### src/crm_map.svh
// Register offsets, field positions, reset values and timing counts of the rate meter block
`ifndef CRM_MAP_SVH
`define CRM_MAP_SVH
// Byte offsets on the register bus
`define CRM_OFF_REF_CONFIG   8'h00
`define CRM_OFF_ACTION       8'h04
`define CRM_OFF_OUT_POL      8'h08
`define CRM_OFF_PATH_CTRL    8'h0C
`define CRM_OFF_RATIO_HIGH   8'h10
`define CRM_OFF_RATIO_MID    8'h14
`define CRM_OFF_RATIO_LOW    8'h18
`define CRM_OFF_MISC         8'h1C
`define CRM_OFF_RATE_CODE    8'h20
`define CRM_OFF_SUBHARM      8'h24
`define CRM_OFF_UPPER_CODE   8'h28
`define CRM_OFF_LOWER_CODE   8'h2C
`define CRM_OFF_MODE_SEL     8'h30
// Field positions
`define CRM_ACT_RESTART_BIT  3
`define CRM_ACT_REACQ_BIT    5
`define CRM_POL_LOS_BIT      2
`define CRM_MISC_DONE_BIT    2
`define CRM_MODE_HOLD_A_BIT  2
`define CRM_MODE_HOLD_B_BIT  1
// Reset values
`define CRM_RST_BYTE         8'h00
`define CRM_RST_CODE         9'h000
// Measurement window base exponent and rate tick prescale
`define CRM_WIN_BASE_EXP     5'd14
`define CRM_TICK_SHIFT       5'd8
// Typical measurement time in ms, for reference by software timeouts
`define CRM_MEAS_TYP_MS      80
`endif

### src/crm_pkg.sv
// Types shared by the rate meter block
package crm_pkg;
    // Reference configuration byte
    typedef struct packed {
        logic [1:0] ref_range;
        logic [3:0] ref_ratio;
        logic fine_meas_en;
        logic lock_ref_en;
    } crm_ref_cfg_t;
    // Path control byte
    typedef struct packed {
        logic bypass;
        logic lvds_off;
        logic cml_off;
        logic [4:0] spare;
    } crm_path_t;
    // Subharmonic mode byte
    typedef struct packed {
        logic enable;
        logic [4:0] ratio;
        logic [1:0] code_lsb;
    } crm_sub_t;
    // Measurement sequencer states
    typedef enum logic [1:0] {
        CRM_IDLE,
        CRM_RUN,
        CRM_DONE
    } crm_meas_t;
endpackage : crm_pkg

### src/crm_top.sv
// Control registers, fine rate meter and output controls of the data recovery receiver
//
// Implementation choices: the address map and the AXI4-Lite interface to the registers.
`timescale 1ns/1ps
`include "crm_map.svh"

// How it works
// - Two-bit range field selects reference band
// - Fine measurement enable acts as level
// - Restart bit one-then-zero starts measurement
// - Done flag low running, high finished
// - Ratio returned as three bytes, 23 bits
// - Ratio equals 256 times rate times 2^(14+range) over ref
// - Measurement never touches lock behaviour
// - Coarse word: rate code plus misc bit
// - Signal-loss polarity bit selects active level
// - Re-acquire bit pulse restarts acquisition
// - Subharmonic mode enable bit
// - Squelch outputs in subharmonic until lock
// - Holdover A: only software restarts acquisition
// - Holdover B: rate change restarts acquisition
// - Bypass bit routes input past recovery
// - Bits six and five disable output buffers
module crm_top
    import crm_pkg::*;
(
    input wire logic clk,
    input wire logic reset_n,
    // AXI4-Lite slave
    input wire logic [7:0] s_axi_awaddr,
    input wire logic s_axi_awvalid,
    output logic s_axi_awready,
    input wire logic [31:0] s_axi_wdata,
    input wire logic [3:0] s_axi_wstrb,
    input wire logic s_axi_wvalid,
    output logic s_axi_wready,
    output logic [1:0] s_axi_bresp,
    output logic s_axi_bvalid,
    input wire logic s_axi_bready,
    input wire logic [7:0] s_axi_araddr,
    input wire logic s_axi_arvalid,
    output logic s_axi_arready,
    output logic [31:0] s_axi_rdata,
    output logic [1:0] s_axi_rresp,
    output logic s_axi_rvalid,
    input wire logic s_axi_rready,
    // Pins and recovery loop side
    input wire logic reference_clock,
    input wire logic rate_tick,
    input wire logic lock_lost,
    input wire logic signal_lost,
    input wire logic rate_change,
    input wire logic [8:0] coarse_rate,
    output logic signal_lost_pin,
    output logic acquire_start,
    output logic squelch,
    output logic bypass_en,
    output logic lvds_off,
    output logic cml_off,
    output logic lock_ref_en,
    output logic [5:0] ref_lock_cfg,
    output logic sub_en,
    output logic [4:0] sub_ratio,
    output logic [19:0] sub_codes,
    output logic hold_a,
    output logic hold_b
);

    ////////////////////////////////////////////////////////////////////////////
    // Pin synchronisers
    logic [3:0] sync1_q; // First stage, read only by second
    logic [3:0] sync2_q; // Safe copies
    logic ref_prev_q; // Reference level one cycle ago
    logic tick_prev_q; // Rate tick level one cycle ago
    always_ff @(posedge clk) begin
        if (!reset_n) begin
            sync1_q <= 4'h0;
            sync2_q <= 4'h0;
            ref_prev_q <= 1'b0;
            tick_prev_q <= 1'b0;
        end else begin
            sync1_q <= {signal_lost, lock_lost, rate_tick, reference_clock};
            sync2_q <= sync1_q;
            ref_prev_q <= sync2_q[0];
            tick_prev_q <= sync2_q[1];
        end
    end
    logic ref_rise; // Reference rising edge
    logic tick_rise; // Rate tick rising edge
    assign ref_rise = sync2_q[0] & ~ref_prev_q;
    assign tick_rise = sync2_q[1] & ~tick_prev_q;

    ////////////////////////////////////////////////////////////////////////////
    // Register file and AXI4-Lite slave
    crm_ref_cfg_t ref_cfg_q, ref_cfg_d; // Reference configuration
    logic [7:0] action_q, action_d; // Action bits
    logic [7:0] pol_q, pol_d; // Output polarity
    crm_path_t path_q, path_d; // Path control
    crm_sub_t sub_q, sub_d; // Subharmonic mode
    logic [8:0] upper_q, upper_d; // Upper rate code
    logic [8:0] lower_q, lower_d; // Lower rate code
    logic [7:0] mode_q, mode_d; // Mode select
    logic aw_have_q, aw_have_d; // Write address held
    logic w_have_q, w_have_d; // Write data held
    logic [7:0] aw_addr_q, aw_addr_d; // Held write address
    logic [31:0] w_data_q, w_data_d; // Held write data
    logic [3:0] w_strb_q, w_strb_d; // Held byte enables
    logic bvalid_q, bvalid_d;
    logic [1:0] bresp_q, bresp_d;
    logic rvalid_q, rvalid_d;
    logic [31:0] rdata_q, rdata_d;
    logic [1:0] rresp_q, rresp_d;
    logic [22:0] ratio_q; // Latched measured ratio
    logic done_q; // Measurement done flag

    always_comb begin
        logic [7:0] wb;
        logic hit;
        wb = 8'h00;
        hit = 1'b0;
        ref_cfg_d = ref_cfg_q;
        action_d = action_q;
        pol_d = pol_q;
        path_d = path_q;
        sub_d = sub_q;
        upper_d = upper_q;
        lower_d = lower_q;
        mode_d = mode_q;
        aw_have_d = aw_have_q;
        w_have_d = w_have_q;
        aw_addr_d = aw_addr_q;
        w_data_d = w_data_q;
        w_strb_d = w_strb_q;
        bvalid_d = bvalid_q;
        bresp_d = bresp_q;
        rvalid_d = rvalid_q;
        rdata_d = rdata_q;
        rresp_d = rresp_q;
        // Take address and data in either order
        if (s_axi_awvalid && s_axi_awready) begin
            aw_have_d = 1'b1;
            aw_addr_d = s_axi_awaddr;
        end
        if (s_axi_wvalid && s_axi_wready) begin
            w_have_d = 1'b1;
            w_data_d = s_axi_wdata;
            w_strb_d = s_axi_wstrb;
        end
        // Both halves present: perform write
        if (aw_have_q && w_have_q && !bvalid_q) begin
            aw_have_d = 1'b0;
            w_have_d = 1'b0;
            bvalid_d = 1'b1;
            hit = 1'b1;
            wb = w_strb_q[0] ? w_data_q[7:0] : 8'h00;
            if (aw_addr_q == `CRM_OFF_REF_CONFIG) begin
                if (w_strb_q[0]) ref_cfg_d = crm_ref_cfg_t'(wb);
            end else if (aw_addr_q == `CRM_OFF_ACTION) begin
                if (w_strb_q[0]) action_d = wb;
            end else if (aw_addr_q == `CRM_OFF_OUT_POL) begin
                if (w_strb_q[0]) pol_d = wb;
            end else if (aw_addr_q == `CRM_OFF_PATH_CTRL) begin
                if (w_strb_q[0]) path_d = crm_path_t'(wb);
            end else if (aw_addr_q == `CRM_OFF_SUBHARM) begin
                if (w_strb_q[0]) sub_d = crm_sub_t'(wb);
            end else if (aw_addr_q == `CRM_OFF_UPPER_CODE) begin
                if (w_strb_q[0]) upper_d[7:0] = wb;
                if (w_strb_q[1]) upper_d[8] = w_data_q[8];
            end else if (aw_addr_q == `CRM_OFF_LOWER_CODE) begin
                if (w_strb_q[0]) lower_d[7:0] = wb;
                if (w_strb_q[1]) lower_d[8] = w_data_q[8];
            end else if (aw_addr_q == `CRM_OFF_MODE_SEL) begin
                if (w_strb_q[0]) mode_d = wb;
            end else if (aw_addr_q == `CRM_OFF_RATIO_HIGH || aw_addr_q == `CRM_OFF_RATIO_MID
                    || aw_addr_q == `CRM_OFF_RATIO_LOW || aw_addr_q == `CRM_OFF_MISC
                    || aw_addr_q == `CRM_OFF_RATE_CODE) begin
                hit = 1'b1; // Read-only, write ignored
            end else begin
                hit = 1'b0;
            end
            bresp_d = hit ? 2'b00 : 2'b10;
        end
        if (bvalid_q && s_axi_bready) begin
            bvalid_d = 1'b0;
        end
        // Read: answer one cycle after address taken
        if (s_axi_arvalid && s_axi_arready) begin
            rvalid_d = 1'b1;
            rresp_d = 2'b00;
            rdata_d = 32'h0000_0000;
            if (s_axi_araddr == `CRM_OFF_REF_CONFIG) begin
                rdata_d[7:0] = ref_cfg_q;
            end else if (s_axi_araddr == `CRM_OFF_ACTION) begin
                rdata_d[7:0] = action_q;
            end else if (s_axi_araddr == `CRM_OFF_OUT_POL) begin
                rdata_d[7:0] = pol_q;
            end else if (s_axi_araddr == `CRM_OFF_PATH_CTRL) begin
                rdata_d[7:0] = path_q;
            end else if (s_axi_araddr == `CRM_OFF_RATIO_HIGH) begin
                rdata_d[6:0] = ratio_q[22:16];
            end else if (s_axi_araddr == `CRM_OFF_RATIO_MID) begin
                rdata_d[7:0] = ratio_q[15:8];
            end else if (s_axi_araddr == `CRM_OFF_RATIO_LOW) begin
                rdata_d[7:0] = ratio_q[7:0];
            end else if (s_axi_araddr == `CRM_OFF_MISC) begin
                rdata_d[`CRM_MISC_DONE_BIT] = done_q;
                rdata_d[0] = coarse_rate[0];
            end else if (s_axi_araddr == `CRM_OFF_RATE_CODE) begin
                rdata_d[7:0] = coarse_rate[8:1];
            end else if (s_axi_araddr == `CRM_OFF_SUBHARM) begin
                rdata_d[7:0] = sub_q;
            end else if (s_axi_araddr == `CRM_OFF_UPPER_CODE) begin
                rdata_d[8:0] = upper_q;
            end else if (s_axi_araddr == `CRM_OFF_LOWER_CODE) begin
                rdata_d[8:0] = lower_q;
            end else if (s_axi_araddr == `CRM_OFF_MODE_SEL) begin
                rdata_d[7:0] = mode_q;
            end else begin
                rresp_d = 2'b10; // Unmapped
            end
        end else if (rvalid_q && s_axi_rready) begin
            rvalid_d = 1'b0;
        end
    end

    // Ready terms: one transfer of each kind at a time
    assign s_axi_awready = !aw_have_q && !bvalid_q;
    assign s_axi_wready = !w_have_q && !bvalid_q;
    assign s_axi_arready = !rvalid_q;
    assign s_axi_bvalid = bvalid_q;
    assign s_axi_bresp = bresp_q;
    assign s_axi_rvalid = rvalid_q;
    assign s_axi_rdata = rdata_q;
    assign s_axi_rresp = rresp_q;

    // Register state
    always_ff @(posedge clk) begin
        if (!reset_n) begin
            ref_cfg_q <= crm_ref_cfg_t'(`CRM_RST_BYTE);
            action_q <= `CRM_RST_BYTE;
            pol_q <= `CRM_RST_BYTE;
            path_q <= crm_path_t'(`CRM_RST_BYTE);
            sub_q <= crm_sub_t'(`CRM_RST_BYTE);
            upper_q <= `CRM_RST_CODE;
            lower_q <= `CRM_RST_CODE;
            mode_q <= `CRM_RST_BYTE;
            aw_have_q <= 1'b0;
            w_have_q <= 1'b0;
            aw_addr_q <= 8'h00;
            w_data_q <= 32'h0000_0000;
            w_strb_q <= 4'h0;
            bvalid_q <= 1'b0;
            bresp_q <= 2'b00;
            rvalid_q <= 1'b0;
            rdata_q <= 32'h0000_0000;
            rresp_q <= 2'b00;
        end else begin
            ref_cfg_q <= ref_cfg_d;
            action_q <= action_d;
            pol_q <= pol_d;
            path_q <= path_d;
            sub_q <= sub_d;
            upper_q <= upper_d;
            lower_q <= lower_d;
            mode_q <= mode_d;
            aw_have_q <= aw_have_d;
            w_have_q <= w_have_d;
            aw_addr_q <= aw_addr_d;
            w_data_q <= w_data_d;
            w_strb_q <= w_strb_d;
            bvalid_q <= bvalid_d;
            bresp_q <= bresp_d;
            rvalid_q <= rvalid_d;
            rdata_q <= rdata_d;
            rresp_q <= rresp_d;
        end
    end

    ////////////////////////////////////////////////////////////////////////////
    // Action bit falling edges
    logic restart_prev_q; // Restart bit last cycle
    logic reacq_prev_q; // Re-acquire bit last cycle
    logic restart_go; // One then zero seen on restart
    logic reacq_go; // One then zero seen on re-acquire
    assign restart_go = restart_prev_q & ~action_q[`CRM_ACT_RESTART_BIT];
    assign reacq_go = reacq_prev_q & ~action_q[`CRM_ACT_REACQ_BIT];

    ////////////////////////////////////////////////////////////////////////////
    // Fine rate measurement: count rate ticks over 2^(14+range) reference periods
    crm_meas_t meas_q, meas_d; // Sequencer state
    logic [17:0] win_q, win_d; // Reference periods counted
    logic [14:0] tick_q, tick_d; // Rate ticks counted
    logic [22:0] ratio_d;
    logic done_d;
    logic [17:0] win_len; // Window length for the chosen band
    assign win_len = 18'h0_0001 << (`CRM_WIN_BASE_EXP + {3'b000, ref_cfg_q.ref_range});

    always_comb begin
        meas_d = meas_q;
        win_d = win_q;
        tick_d = tick_q;
        ratio_d = ratio_q;
        done_d = done_q;
        case (meas_q)
            CRM_IDLE: begin
                win_d = 18'h0_0000;
                tick_d = 15'h0000;
            end
            CRM_RUN: begin
                // Only the reference and the tick feed this; lock path untouched
                if (ref_rise) win_d = win_q + 18'h0_0001;
                if (tick_rise && tick_q != 15'h7FFF) tick_d = tick_q + 15'h0001;
                if (ref_rise && win_q + 18'h0_0001 == win_len) begin
                    ratio_d = {tick_d, 8'h00} >> (5'd8 - `CRM_TICK_SHIFT);
                    done_d = 1'b1;
                    meas_d = CRM_DONE;
                end
            end
            CRM_DONE: begin
                win_d = win_q; // Result held until next restart
            end
            default: meas_d = CRM_IDLE;
        endcase
        // Restart clears flag and begins when enabled
        if (restart_go) begin
            done_d = 1'b0;
            win_d = 18'h0_0000;
            tick_d = 15'h0000;
            meas_d = ref_cfg_q.fine_meas_en ? CRM_RUN : CRM_IDLE;
        end else if (!ref_cfg_q.fine_meas_en && meas_q == CRM_RUN) begin
            meas_d = CRM_IDLE; // Enable dropped mid-way
        end
    end

    // Measurement state
    always_ff @(posedge clk) begin
        if (!reset_n) begin
            meas_q <= CRM_IDLE;
            win_q <= 18'h0_0000;
            tick_q <= 15'h0000;
            ratio_q <= 23'h00_0000;
            done_q <= 1'b0;
            restart_prev_q <= 1'b0;
            reacq_prev_q <= 1'b0;
        end else begin
            meas_q <= meas_d;
            win_q <= win_d;
            tick_q <= tick_d;
            ratio_q <= ratio_d;
            done_q <= done_d;
            restart_prev_q <= action_q[`CRM_ACT_RESTART_BIT];
            reacq_prev_q <= action_q[`CRM_ACT_REACQ_BIT];
        end
    end

    ////////////////////////////////////////////////////////////////////////////
    // Output controls, all registered
    always_ff @(posedge clk) begin
        if (!reset_n) begin
            signal_lost_pin <= 1'b0;
            acquire_start <= 1'b0;
            squelch <= 1'b0;
            bypass_en <= 1'b0;
            lvds_off <= 1'b0;
            cml_off <= 1'b0;
            lock_ref_en <= 1'b0;
            ref_lock_cfg <= 6'h00;
            sub_en <= 1'b0;
            sub_ratio <= 5'h00;
            sub_codes <= 20'h0_0000;
            hold_a <= 1'b0;
            hold_b <= 1'b0;
        end else begin
            signal_lost_pin <= sync2_q[3] ^ pol_q[`CRM_POL_LOS_BIT];
            // Software restart always; rate change only outside holdover A
            acquire_start <= reacq_go | (rate_change & ~mode_q[`CRM_MODE_HOLD_A_BIT]);
            squelch <= sub_q.enable & sync2_q[2];
            bypass_en <= path_q.bypass;
            lvds_off <= path_q.lvds_off;
            cml_off <= path_q.cml_off;
            lock_ref_en <= ref_cfg_q.lock_ref_en;
            ref_lock_cfg <= {ref_cfg_q.ref_range, ref_cfg_q.ref_ratio};
            sub_en <= sub_q.enable;
            sub_ratio <= sub_q.ratio;
            sub_codes <= {upper_q, lower_q, sub_q.code_lsb};
            hold_a <= mode_q[`CRM_MODE_HOLD_A_BIT];
            hold_b <= mode_q[`CRM_MODE_HOLD_B_BIT];
        end
    end
endmodule : crm_top

### config.mk
export PLATFORM = sky130hd
export DESIGN_NAME = crm_top
export DESIGN_NICKNAME = d
export VERILOG_FILES = /design/src/crm_pkg.sv /design/src/crm_top.sv
export VERILOG_INCLUDE_DIRS = /design/src /design/src/src
export SDC_FILE = /design/constraint.sdc
export NUM_CORES = 1
export LEC_CHECK = 0
export ABC_AREA = 0
export BUFFER_PORTS_ARGS = -buffer_cell sky130_fd_sc_hd__buf_2
export CAP_MARGIN = 20
export CORE_AREA = 2 2 133 135
export CTS_CLUSTER_DIAMETER = 60
export CTS_CLUSTER_SIZE = 40
export DETAILED_ROUTE_END_ITERATION = 7
export DIE_AREA = 0 0 135 137
export MAX_ROUTING_LAYER = met4
export PLACE_DENSITY = 0.87
export SYNTH_ARGS = -nofsm -noshare
export SYNTH_HDL_FRONTEND = slang
export SYNTH_SLANG_ARGS = --single-unit
### constraint.sdc
create_clock -name clk -period 4.2 [get_ports clk]
set_clock_uncertainty 0.15 [all_clocks]
set_input_delay 0.63 -clock clk [delete_from_list [all_inputs] [get_ports clk]]
set_output_delay 0.63 -clock clk [all_outputs]
set_load 0.05 [all_outputs]
# After elaboration in Yosys (flattened, before gate mapping)
# Cells that the tools add are included.
[word_totals]
reg_bits = 206
word_cells = 232
inputBits = 73
[op_classes]
mux = 81
n_eq_ne = 31
shift = 1
reduce_logical = 43
n_addsub = 3
bitwise_logic = 21
[op_table]
columns = ["op", "count"]
rows = [
  ["two-way mux 8 bit", 19],
  ["two-way mux 9 bit", 12],
  ["equality test 8 x 6 -> 1 bit (second input constant)", 10],
  ["equality test 8 x 5 -> 1 bit (second input constant)", 8],
  ["two-way mux 2 bit", 18],
  ["one-hot mux 18 bit (2 select lines)", 1],
  ["equality test 8 x 4 -> 1 bit (second input constant)", 4],
  ["one-hot mux 15 bit (2 select lines)", 1],
  ["two-way mux 1 bit", 25],
  ["adder 18 x 1 -> 18 bit (second input constant)", 1],
  ["equality test 18 bit", 1],
  ["two-way mux 18 bit", 1],
  ["AND reduction 9 bit", 2],
  ["<< shifter 1 x 5 -> 18 bit (first input constant)", 1],
  ["equality test 8 x 3 -> 1 bit (second input constant)", 2],
  ["zero test 8 bit", 2],
  ["AND reduction 8 bit", 2],
  ["adder 15 x 1 -> 15 bit (second input constant)", 1],
  ["two-way mux 15 bit", 1],
  ["inequality test 15 bit (second input constant)", 1],
  ["inverter 1 bit", 13],
  ["logical AND 1 bit", 12],
  ["AND reduction 10 bit", 1],
  ["OR reduction 2 bit", 4],
  ["other kinds (22)", 37],
]

# Longest topological paths before layout
# Gate-level depths: netlist (run 1).
[logic_depth]
depth_word = 34
mapped_depth = 11
mapped_depth_nobuf = 8

# Least setup slack after synthesis (run 1)
# No wires, ideal clock.
[synth_path]
path_type = "register to register"
start = "register win_q[0]"
end = "register ratio_q[10]"
required_ns = 3.930
synth_period_minus_slack_ns = 3.068
setup_ns = 0.120
stages_incl_launch_ff = 11
path_slack_ns = 1.132
arrival_time_ns = 2.798
path_buffers = 2
path_cell_list = "dfxtp_1 -> ha_1 -> clkbuf_1 -> nand2_1 -> nor4_2 -> xor2_1 -> o32a_1 -> or4b_1 -> a211o_1 -> buf_6 -> mux2i_1"
[synth_via]
elab_chain_cells = 4
[synth_lines]
columns = ["element", "line", "source"]
rows = [
  ["start: declaration", "crm_top.sv:291", "logic [17:0] win_q, win_d;"],
  ["start signal: assignment", "crm_top.sv:347", "win_q <= win_d;"],
  ["adder 18 x 1 -> 18 bit", "crm_top.sv:313", "if (ref_rise && win_q + 18'h0_0001 == win_len) begin"],
  ["equality test 18 bit", "crm_top.sv:313", ""],
  ["logical AND 1 bit", "crm_top.sv:313", ""],
  ["AND reduction 2 bit (no line)", "-", ""],
  ["end signal: assignment", "crm_top.sv:349", "ratio_q <= ratio_d;"],
  ["end: declaration", "crm_top.sv:113", "logic [22:0] ratio_q;"],
]
# No other way between the ends.
# A chain may end at the register's enable or synchronous reset.

# Final worst setup path (run 1)
[layout_path]
start = "register win_q[0]"
end = "register ratio_q[15]"
# The elaborated chain is that of the path after synthesis.

==> flow_metrics.py, run 1 <==
metrics = {
    "grt": {
        "number_of_antenna_violations_at_the_first_check_in_global_routing": 0,
        "grt_start_max_net_pins": 103,
        "grt_first_pass_wirelength_um": 38500,
        "grt-ovfl-total": 0,
        "track_usage": 0.267,
        "grt_pass1_vias": 7503,
    },
    "setup_path": {
        "timing.setup.critical_path_class": "reg2reg",
        "critical_path_required_ns": 4.39,
        "worstSetupEndpointType": "flip-flop",
        "cp.arrival_ns": 3.63,
        "worstSetupStartpointType": "flip-flop",
        "critPathMaxFanout": 11,
    },
    "sta": {
        "slew_viol_final": 0,
        "setup_tns_ns": 0,
        "timing_hold_violations_final": 0,
        "setup_repair_after_global_routing_missed_its_margin": "no",
        "finalCriticalPeriod_ns": 3.44,
        "worst_slew_pin_slew_ns": 1.09,
        "setup_ws_ns": 0.764,
        "slew_headroom": 0.276,
        "setup_violations": 0,
        "fin_worst_hold_slack_ns": 0.180,
        "fmaxAchievable_mhz": 291,
        "period_share": 0.818,
    },
    "logic_synthesis": {
        "mappedNetlistArea_mm2": 0.00925,
        "post_synth.cell_area_avg_um2": 8.12,
        "synth-seq-cells": 204,
        "netlist.area_leader.share": 0.441,
        "synth_seq_area_share": 0.441,
        "synth_top_flop_cell": "sky130_fd_sc_hd__dfxtp_1",
        "synth_cell_types": 65,
        "synth.cells.most_frequent": "sky130_fd_sc_hd__dfxtp_1, sky130_fd_sc_hd__nand2_1, sky130_fd_sc_hd__a21oi_1, sky130_fd_sc_hd__nor2_1, sky130_fd_sc_hd__o21ai_0",
        "yosysMostFrequentCell": "sky130_fd_sc_hd__dfxtp_1",
        "async_reset_ff_frac": 0,
        "synth_edf_count": 0,
        "netlist_instances": 1140,
        "synth_warn": 0,
        "synthTopCellsByArea": "sky130_fd_sc_hd__dfxtp_1, sky130_fd_sc_hd__a21oi_1, sky130_fd_sc_hd__nand2_1, sky130_fd_sc_hd__nor2_1, sky130_fd_sc_hd__mux2i_1",
        "synth_largest_area_cell": "sky130_fd_sc_hd__dfxtp_1",
    },
    "drt": {
        "route.met2.wl_um": 10600,
        "viasPerCell": 5.87,
        "post-route-drc-count": 0,
        "wl_per_cell_um": 17.3,
        "route.vias.total": 8307,
        "detail_route.first_pass.iterations": 5,
        "detail_route.wirelength_um": 24400,
        "drt-met1-wl_um": 10900,
        "dr.first_iter.drc_count": 793,
        "wl_met3_um": 2090,
        "highest_layer": "met4",
        "route.antenna.remaining_nets": 0,
    },
    "floorplan": {
        "die-area_mm2": 0.0185,
        "die-height_um": 137,
        "io_pins": 155,
        "die_width_um": 135,
        "fp-row-count": 48,
        "core_area_mm2": 0.0171,
        "floorplan.initialDensity": 0.542,
    },
    "run": {
        "drv_cap": 0,
    },
    "final_layout": {
        "syn_to_final_growth_pct": 10.0,
        "finalNetCount": 1258,
        "finish.cell_count_without_fillers": 1416,
        "fill_cells": 1561,
        "drive_gt1_frac": 0.133,
        "insertedDiodeCount": 0,
    },
    "cts": {
        "cts_num_sinks": 204,
        "cts-root-to-sink-buffers": 3,
        "cts_buffer_count": 14,
        "post_cts_buffers": 0,
        "clk_root_buffer_cell": "sky130_fd_sc_hd__clkbuf_16",
        "clock_slew_at_the_register_clock_pins_of_the_worst_setup_and_hold_paths_ns": 0.09,
        "cts-htree-levels": 1,
        "ctsResizeCount": 0,
        "worst_skew_pair.late_latency_ns": 0.49,
        "cts_tree": "done",
        "hold_buffers": 0,
    },
    "pwr": {
        "p_leak_nw": 3.99,
        "power.density_cell_area_mw_per_mm2": 364,
        "peakVddDrop_v": 0.000359,
        "total_power_mw": 3.71,
    },
    "placement": {
        "gpl.final_weighted_congestion": 0.991,
        "numPlacedInstances": 1392,
        "dpl.hpwl_um": 17100,
        "number_of_port_buffers": 104,
        "detailedPlace.worstSlack_ns": 0.780,
    },
    "hold_path": {
        "min_path_type": "in2reg",
    },
    "outcome": {
        "run_status": "complete, no violations",
    },
}
-- critical path, cell delays in order, from the launching register on --
cell and delay [ns]:
sky130_fd_sc_hd__dfxtp_1 0.46, sky130_fd_sc_hd__ha_1 0.36, sky130_fd_sc_hd__nand2_1 0.13, sky130_fd_sc_hd__nor4_2 0.47
sky130_fd_sc_hd__xor2_1 0.12, sky130_fd_sc_hd__o32a_1 0.33, sky130_fd_sc_hd__or4b_1 0.56, sky130_fd_sc_hd__a211o_1 0.53
sky130_fd_sc_hd__mux2i_1 0.20
-- flip-flops by register name, summed over array words and instances (netlist names), 9 cells and up --
signal,cells
upper_q,9
sub_codes,20
ratio_q,15
win_q,18
tick_q,15
lower_q,9
w_data_q,9
s_axi_rdata,9
-- report_power, final --
part           total, mW  internal, mW  switching (mW)
Clock               1.47         0.715           0.754
Sequential          1.99          1.96          0.0359
Combinational      0.248        0.0574           0.191
Total               3.71          2.73           0.980
-- worst paths after layout --
path | cells after the start | slack (ns) | start | endpoint
hold / removal | 2 | 0.18 | s_axi_rready | s_axi_rvalid
hold reg to reg | 1 | 0.29 | sync1_q[1] | sync2_q[1]
setup reg to reg | 8 | 0.76 | win_q[0] | ratio_q[15]
setup / recovery | 8 | 0.76 | win_q[0] | ratio_q[15]
-- routing by layer --
metal  GRT usage  vias to the layer above
met1       0.371                     3840
met4      0.0990                        0
met2       0.399                      389
met5           -                        -
met3      0.0363                       65
li1            -                     4013
-- cell families (layout without fill, tap and decap cells) --
logic type      after synthesis  after routing  share of synthesized area
compound gates              286            286                      0.185
xor+xnor                     20             20                     0.0189
fa+ha+maj                     2              2                    0.00270
buf+inv                     125            152                     0.0626
flops                       204            204                      0.441
mux                          41             41                     0.0449
other cells                   1             25                   0.000405
simple gates                461            461                      0.244
-- layout make-up --
type,instances,area [um2],share of cell area
Clock buffer,16,389,0.0382
Clock inverter,8,100,0.00983
Inverter,14,52.6,0.00516
Multi-Input combinational cell,835,4680,0.460
Sequential cell,204,4080,0.401
Tap cell,225,282,0.0276
Timing Repair Buffer,114,596,0.0585
-- per-stage QoR --
| step | area, um2 | utilization |
|---|---|---|
| finish | 10200 | 0.597 |
| global route | 10200 | 0.597 |
| CTS | 10200 | 0.597 |
| detailed placement | 9690 | 0.568 |
| global placement | 9690 | 0.568 |
| floorplan | 9340 | - |
-- layout by cell type (no fill, tap or decap), drive strengths merged, types with 5 or more instances in the layout --
master     n
nor4       9
o21ai     73
buf      114
a21oi    120
nand4     19
a22oi     13
and3       9
a21o      11
mux2i     37
a311oi     6
o22ai      5
nand2    158
xor2       5
xnor2     15
a221oi    12
nand3     17
nand2b    13
nor2     103
nor3      34
and2      58
dfxtp    204
a2111oi    5
conb      25
inv       18
nor2b      6
or2        6
or3        8
a211oi     9
clkbuf    16
(Power assumes the default switching activity.)
==> run 2: changes to the inputs <==
Settings changed: CORE_AREA 2 2 133 135 to 2 2 138 140, DIE_AREA 0 0 135 137 to 0 0 140 142, PLACE_DENSITY 0.87 to 0.86.
Clock period 4.2 ns to 2.86 ns, I/O delays scaled along.
==> flow_metrics.py, run 2 (synthesis gave the netlist of run 1 again) <==
metrics = {
    "cts": {
        "clock_slew_at_the_register_clock_pins_of_the_worst_setup_and_hold_paths_ns": 0.10,
        "cts-htree-levels": 1,
        "cts-root-to-sink-buffers": 3,
        "worst_skew_pair.late_latency_ns": 0.49,
        "cts_num_sinks": 204,
        "clk_root_buffer_cell": "sky130_fd_sc_hd__clkbuf_16",
        "cts_buffer_count": 15,
        "cts_tree": "done",
    },
    "sta": {
        "setup_violations": 0,
        "timing_hold_violations_final": 0,
        "setup_repair_after_global_routing_missed_its_margin": "yes",
        "slew_viol_final": 0,
        "fmaxAchievable_mhz": 360,
        "slew_headroom": 0.464,
        "worst_slew_pin_slew_ns": 0.800,
        "period_share": 0.971,
        "finalCriticalPeriod_ns": 2.78,
    },
    "final_layout": {
        "layout.area.seq_mm2": 0.00409,
        "syn_to_final_growth_pct": 15.4,
        "insertedDiodeCount": 0,
        "drive_gt1_frac": 0.175,
        "finish.cell_count_without_fillers": 1469,
        "layout_common_cells": "sky130_fd_sc_hd__dfxtp_1, sky130_fd_sc_hd__nand2_1, sky130_fd_sc_hd__a21oi_1",
        "mostFrequentLayoutCell": "sky130_fd_sc_hd__dfxtp_1",
        "fill_cells": 1614,
        "postLayoutCellArea_mm2": 0.0107,
        "finalNetCount": 1302,
        "layout_top_registers": "sub_codes x20, win_q x18",
        "area_of_the_multi_input_gates_mm2": 0.00477,
        "largest_reg_by_ff_count": "sub_codes",
        "largest_reg_flops": 20,
    },
    "floorplan": {
        "io_pins": 155,
        "fp-row-count": 50,
        "die-area_mm2": 0.0199,
        "core_area_mm2": 0.0185,
        "floorplan.initialDensity": 0.501,
        "die-height_um": 142,
        "die_width_um": 140,
    },
    "grt": {
        "grt_start_max_net_pins": 103,
        "track_usage": 0.258,
        "grt_pass1_vias": 8004,
        "grt-ovfl-total": 0,
        "grt_first_pass_wirelength_um": 40700,
        "number_of_antenna_violations_at_the_first_check_in_global_routing": 0,
    },
    "placement": {
        "dpl.hpwl_um": 17700,
        "gpl.final_weighted_congestion": 0.981,
        "postPlaceCellArea_mm2": 0.0101,
        "numPlacedInstances": 1442,
        "number_of_port_buffers": 104,
    },
    "setup_path": {
        "setup.reg_to_reg.worst_slack_ns": 0.08,
        "cp.arrival_ns": 2.98,
        "critical_path_required_ns": 3.07,
        "critical_path.cell_chain": "nand4_4, nor4_4, xor2_1, o32a_1, or4b_4, a211o_1, buf_12, mux2i_1",
        "number_of_cell_instances_on_the_worst_register_to_register_path": 8,
        "critPathMaxFanout": 11,
        "worstSetupEndpointType": "flip-flop",
        "cp_slowest_cell": "sky130_fd_sc_hd__or4b_4",
        "worstSetupStartpointType": "flip-flop",
        "timing.setup.critical_path_class": "reg2reg",
        "critical_path.max_stage_delay_ns": 0.58,
    },
    "drt": {
        "route.vias.total": 8560,
        "viasPerCell": 5.83,
        "detail_route.first_pass.iterations": 8,
        "dr.first_iter.drc_count": 939,
        "detail_route.wirelength_um": 25500,
        "wl_per_cell_um": 17.3,
        "route.antenna.remaining_nets": 0,
        "post-route-drc-count": 8,
    },
    "outcome": {
        "run_status": "complete, but fails checks",
        "failed_checks": "design-rule violations",
    },
    "hold_path": {
        "min_path_type": "in2reg",
        "whs_path_depth": 3,
    },
    "pwr": {
        "p_leak_nw": 4.26,
        "power.density_cell_area_mw_per_mm2": 515,
        "peakVddDrop_v": 0.000387,
        "total_power_mw": 5.50,
    },
    "run": {
        "drv_cap": 0,
    },
}
## run 2: changes by cell type in the layout (fill, tap and decap cells not counted), moves of 2 or more
| cell | change |
|---|---|
| sky130_fd_sc_hd__a2111oi_0 | -2 |
| sky130_fd_sc_hd__dfxtp_1 | -4 |
| sky130_fd_sc_hd__buf_12 | +4 |
| sky130_fd_sc_hd__nor3_1 | -2 |
| sky130_fd_sc_hd__buf_4 | +38 |
| sky130_fd_sc_hd__dfxtp_2 | +3 |
| sky130_fd_sc_hd__nor3_2 | +2 |
## run 2: timing repair
item | in CTS | in global routing
endpoints found under the setup margin | 11 | 14
hold buffers | 1 | 0
gates resized for setup | 3 | 20
setup buffers | 0 | 1
pin swaps | 0 | 1
endpoints found under the hold margin | 1 | 0
## run 2: layout make-up
class,instances,area share
clock buffer,17,0.0368
clock inverter,8,0.00996
inverter,14,0.00492
multi-input combinational,835,0.447
sequential,204,0.383
tap,234,0.0274
timing repair buffer,157,0.0909
## run 2: through the flow
stage / hold slack, ns / TNS [ns] / setup WS [ns] / utilization
4_1_cts: 0.00581 / 0 / 0.0239 / 0.574
3_5_place_dp: 0.274 / 0 / 0.0104 / 0.546
3_3_place_gp: 0.264 / 0 / 0.0879 / 0.546
5_1_grt: 0.0181 / -0.00143 / -0.00143 / 0.579
6_report: 0.0134 / 0 / 0.0838 / 0.579
2_1_floorplan: 0.262 / 0 / 0.0256 / -
## run 2: where the power goes
| part | total [mW] | internal (mW) | switching, mW |
|---|---|---|---|
| clock network | 2.19 | 1.06 | 1.13 |
| registers | 2.92 | 2.87 | 0.0509 |
| logic | 0.379 | 0.0928 | 0.287 |
## run 2: per-layer routing
layer	track usage	vias to the layer above	share of wire	wire length (um)
met3	0.0350	68	0.086	2190
met4	0.0999	0	0.038	958
met1	0.347	4019	0.43	10900
met5	-	-	0	0
met2	0.397	371	0.45	11400
li1	-	4102	-	-
## run 2: worst paths after layout
check	startpoint	endpoint
worst max register to register	win_q[9]	ratio_q[8]
worst max-delay path	win_q[9]	ratio_q[8]
worst min register to register	sync1_q[0]	sync2_q[0]
worst min-delay path	s_axi_wdata[3]	w_data_q[3]
## run 2: worst max-delay path: cells and delay by family, from the launching register on
kind | cells | cell delay [ns]
AND/OR/NAND/NOR | 3 | 1.09
AO/OA/AOI/OAI | 2 | 0.66
flip-flops | 1 | 0.39
buffers and inverters | 1 | 0.16
multiplexers | 1 | 0.12
XOR/XNOR | 1 | 0.10
==> run 3: changes to the inputs <==
Settings changed: CTS_BUF_LIST from default to sky130_fd_sc_hd__clkbuf_16.
==> flow_metrics.py, run 3 (synthesis gave the netlist of run 1 again) <==
metrics = {
    "outcome": {
        "run_status": "complete, but fails checks",
        "failed_checks": "design-rule violations",
    },
    "cts": {
        "cts-root-to-sink-buffers": 3,
        "worst_skew_pair.late_latency_ns": 0.49,
        "clock_slew_at_the_register_clock_pins_of_the_worst_setup_and_hold_paths_ns": 0.10,
        "cts_tree": "done",
        "cts_num_sinks": 204,
        "cts-htree-levels": 1,
        "cts_buffer_count": 15,
        "clk_root_buffer_cell": "sky130_fd_sc_hd__clkbuf_16",
    },
    "final_layout": {
        "finish.cell_count_without_fillers": 1469,
        "syn_to_final_growth_pct": 15.3,
        "finalNetCount": 1302,
        "largest_reg_by_ff_count": "sub_codes",
        "layout_common_cells": "sky130_fd_sc_hd__dfxtp_1, sky130_fd_sc_hd__nand2_1, sky130_fd_sc_hd__a21oi_1",
        "largest_reg_flops": 20,
        "drive_gt1_frac": 0.174,
        "layout_top_registers": "sub_codes x20, win_q x18",
        "area_of_the_multi_input_gates_mm2": 0.00477,
        "insertedDiodeCount": 0,
        "utilization": 0.578,
        "mostFrequentLayoutCell": "sky130_fd_sc_hd__dfxtp_1",
        "fill_cells": 1613,
        "layout.area.seq_mm2": 0.00409,
    },
    "pwr": {
        "total_power_mw": 5.46,
        "p_leak_nw": 4.26,
        "power.density_cell_area_mw_per_mm2": 512,
        "peakVddDrop_v": 0.000387,
    },
    "floorplan": {
        "core_area_mm2": 0.0185,
        "die_width_um": 140,
        "floorplan.initialDensity": 0.501,
        "die-height_um": 142,
        "die-area_mm2": 0.0199,
        "fp-row-count": 50,
        "io_pins": 155,
    },
    "sta": {
        "timing_hold_violations_final": 0,
        "slew_headroom": 0.467,
        "slew_viol_final": 0,
        "worst_slew_pin_slew_ns": 0.797,
        "fmaxAchievable_mhz": 360,
        "fin_worst_hold_slack_ns": 0.0135,
        "finalCriticalPeriod_ns": 2.78,
        "setup_violations": 0,
        "period_share": 0.972,
        "setup_ws_ns": 0.0801,
        "setup_repair_after_global_routing_missed_its_margin": "yes",
    },
    "drt": {
        "dr.first_iter.drc_count": 986,
        "detail_route.wirelength_um": 25400,
        "wl_per_cell_um": 17.3,
        "detail_route.first_pass.iterations": 8,
        "post-route-drc-count": 8,
        "route.antenna.remaining_nets": 0,
        "route.vias.total": 8573,
        "viasPerCell": 5.84,
    },
    "hold_path": {
        "min_path_type": "in2reg",
    },
    "placement": {
        "dpl.hpwl_um": 17700,
        "numPlacedInstances": 1442,
        "detailedPlace.worstSlack_ns": 0.0104,
        "number_of_port_buffers": 104,
        "gpl.final_weighted_congestion": 0.981,
    },
    "grt": {
        "grt-ovfl-total": 0,
        "grtUsageMet3": 0.0350,
        "number_of_antenna_violations_at_the_first_check_in_global_routing": 0,
        "track_usage": 0.258,
        "grt_pass1_vias": 8004,
        "globalRouteMet2Util": 0.397,
        "grt_start_max_net_pins": 103,
        "top_usage_layer": "met2",
        "grt_first_pass_wirelength_um": 40700,
        "met1_usage": 0.347,
    },
    "setup_path": {
        "cp.arrival_ns": 2.99,
        "timing.setup.critical_path_class": "reg2reg",
        "worstSetupEndpointType": "flip-flop",
        "worstSetupStartpointType": "flip-flop",
        "critPathMaxFanout": 11,
        "critical_path_required_ns": 3.07,
    },
    "run": {
        "drv_cap": 0,
    },
}
## run 3: critical path: stages (launching register included)
cell and delay, ns:
sky130_fd_sc_hd__dfxtp_1 0.39, sky130_fd_sc_hd__nand4_4 0.18, sky130_fd_sc_hd__nor4_4 0.33, sky130_fd_sc_hd__xor2_1 0.10
sky130_fd_sc_hd__o32a_1 0.34, sky130_fd_sc_hd__or4b_4 0.58, sky130_fd_sc_hd__a211o_1 0.32, sky130_fd_sc_hd__buf_12 0.16
sky130_fd_sc_hd__mux2i_1 0.12
## run 3: worst paths after layout
kind	start	endpoint	slack (ns)	cells past startpoint
worst max-delay path	win_q[9]	ratio_q[8]	0.08	8
worst min-delay path	s_axi_wdata[3]	w_data_q[3]	0.01	3
worst max register to register	win_q[9]	ratio_q[8]	0.08	8
worst min register to register	sync1_q[0]	sync2_q[0]	0.29	1
## run 3: power breakdown
group / internal (mW) / switching [mW] / total, mW
Clock: 1.03 / 1.13 / 2.16
Sequential: 2.87 / 0.0508 / 2.92
Combinational: 0.0928 / 0.286 / 0.379
Total: 3.99 / 1.47 / 5.46
## run 3: what timing repair did
action                     CTS  global route
hold endpoints to repair     1             0
setup buffers                0             1
hold buffers                 1             0
setup endpoints to repair   11            14
resized for setup            3            20
pin swaps                    0             1
## run 3: final cells by class
cell class                 instances  area share
tap                              234      0.0274
clock buffer                      15      0.0352
timing repair buffer             157      0.0910
sequential                       204       0.383
multi-input combinational        835       0.447
inverter                          14     0.00492
clock inverter                    10      0.0107
## run 3: metal layers
metal | part of all wire | vias up
li1 | - | 4106
met1 | 0.43 | 4027
met2 | 0.45 | 370
met3 | 0.085 | 70
met4 | 0.039 | 0
met5 | 0 | -
## run 3: stage by stage
stage / TNS, ns / instance area [um2]
floorplan: 0 / 9350
global placement: 0 / 10100
detailed placement: 0 / 10100
CTS: 0 / 10600
global route: -0.00143 / 10700
finish: 0 / 10700
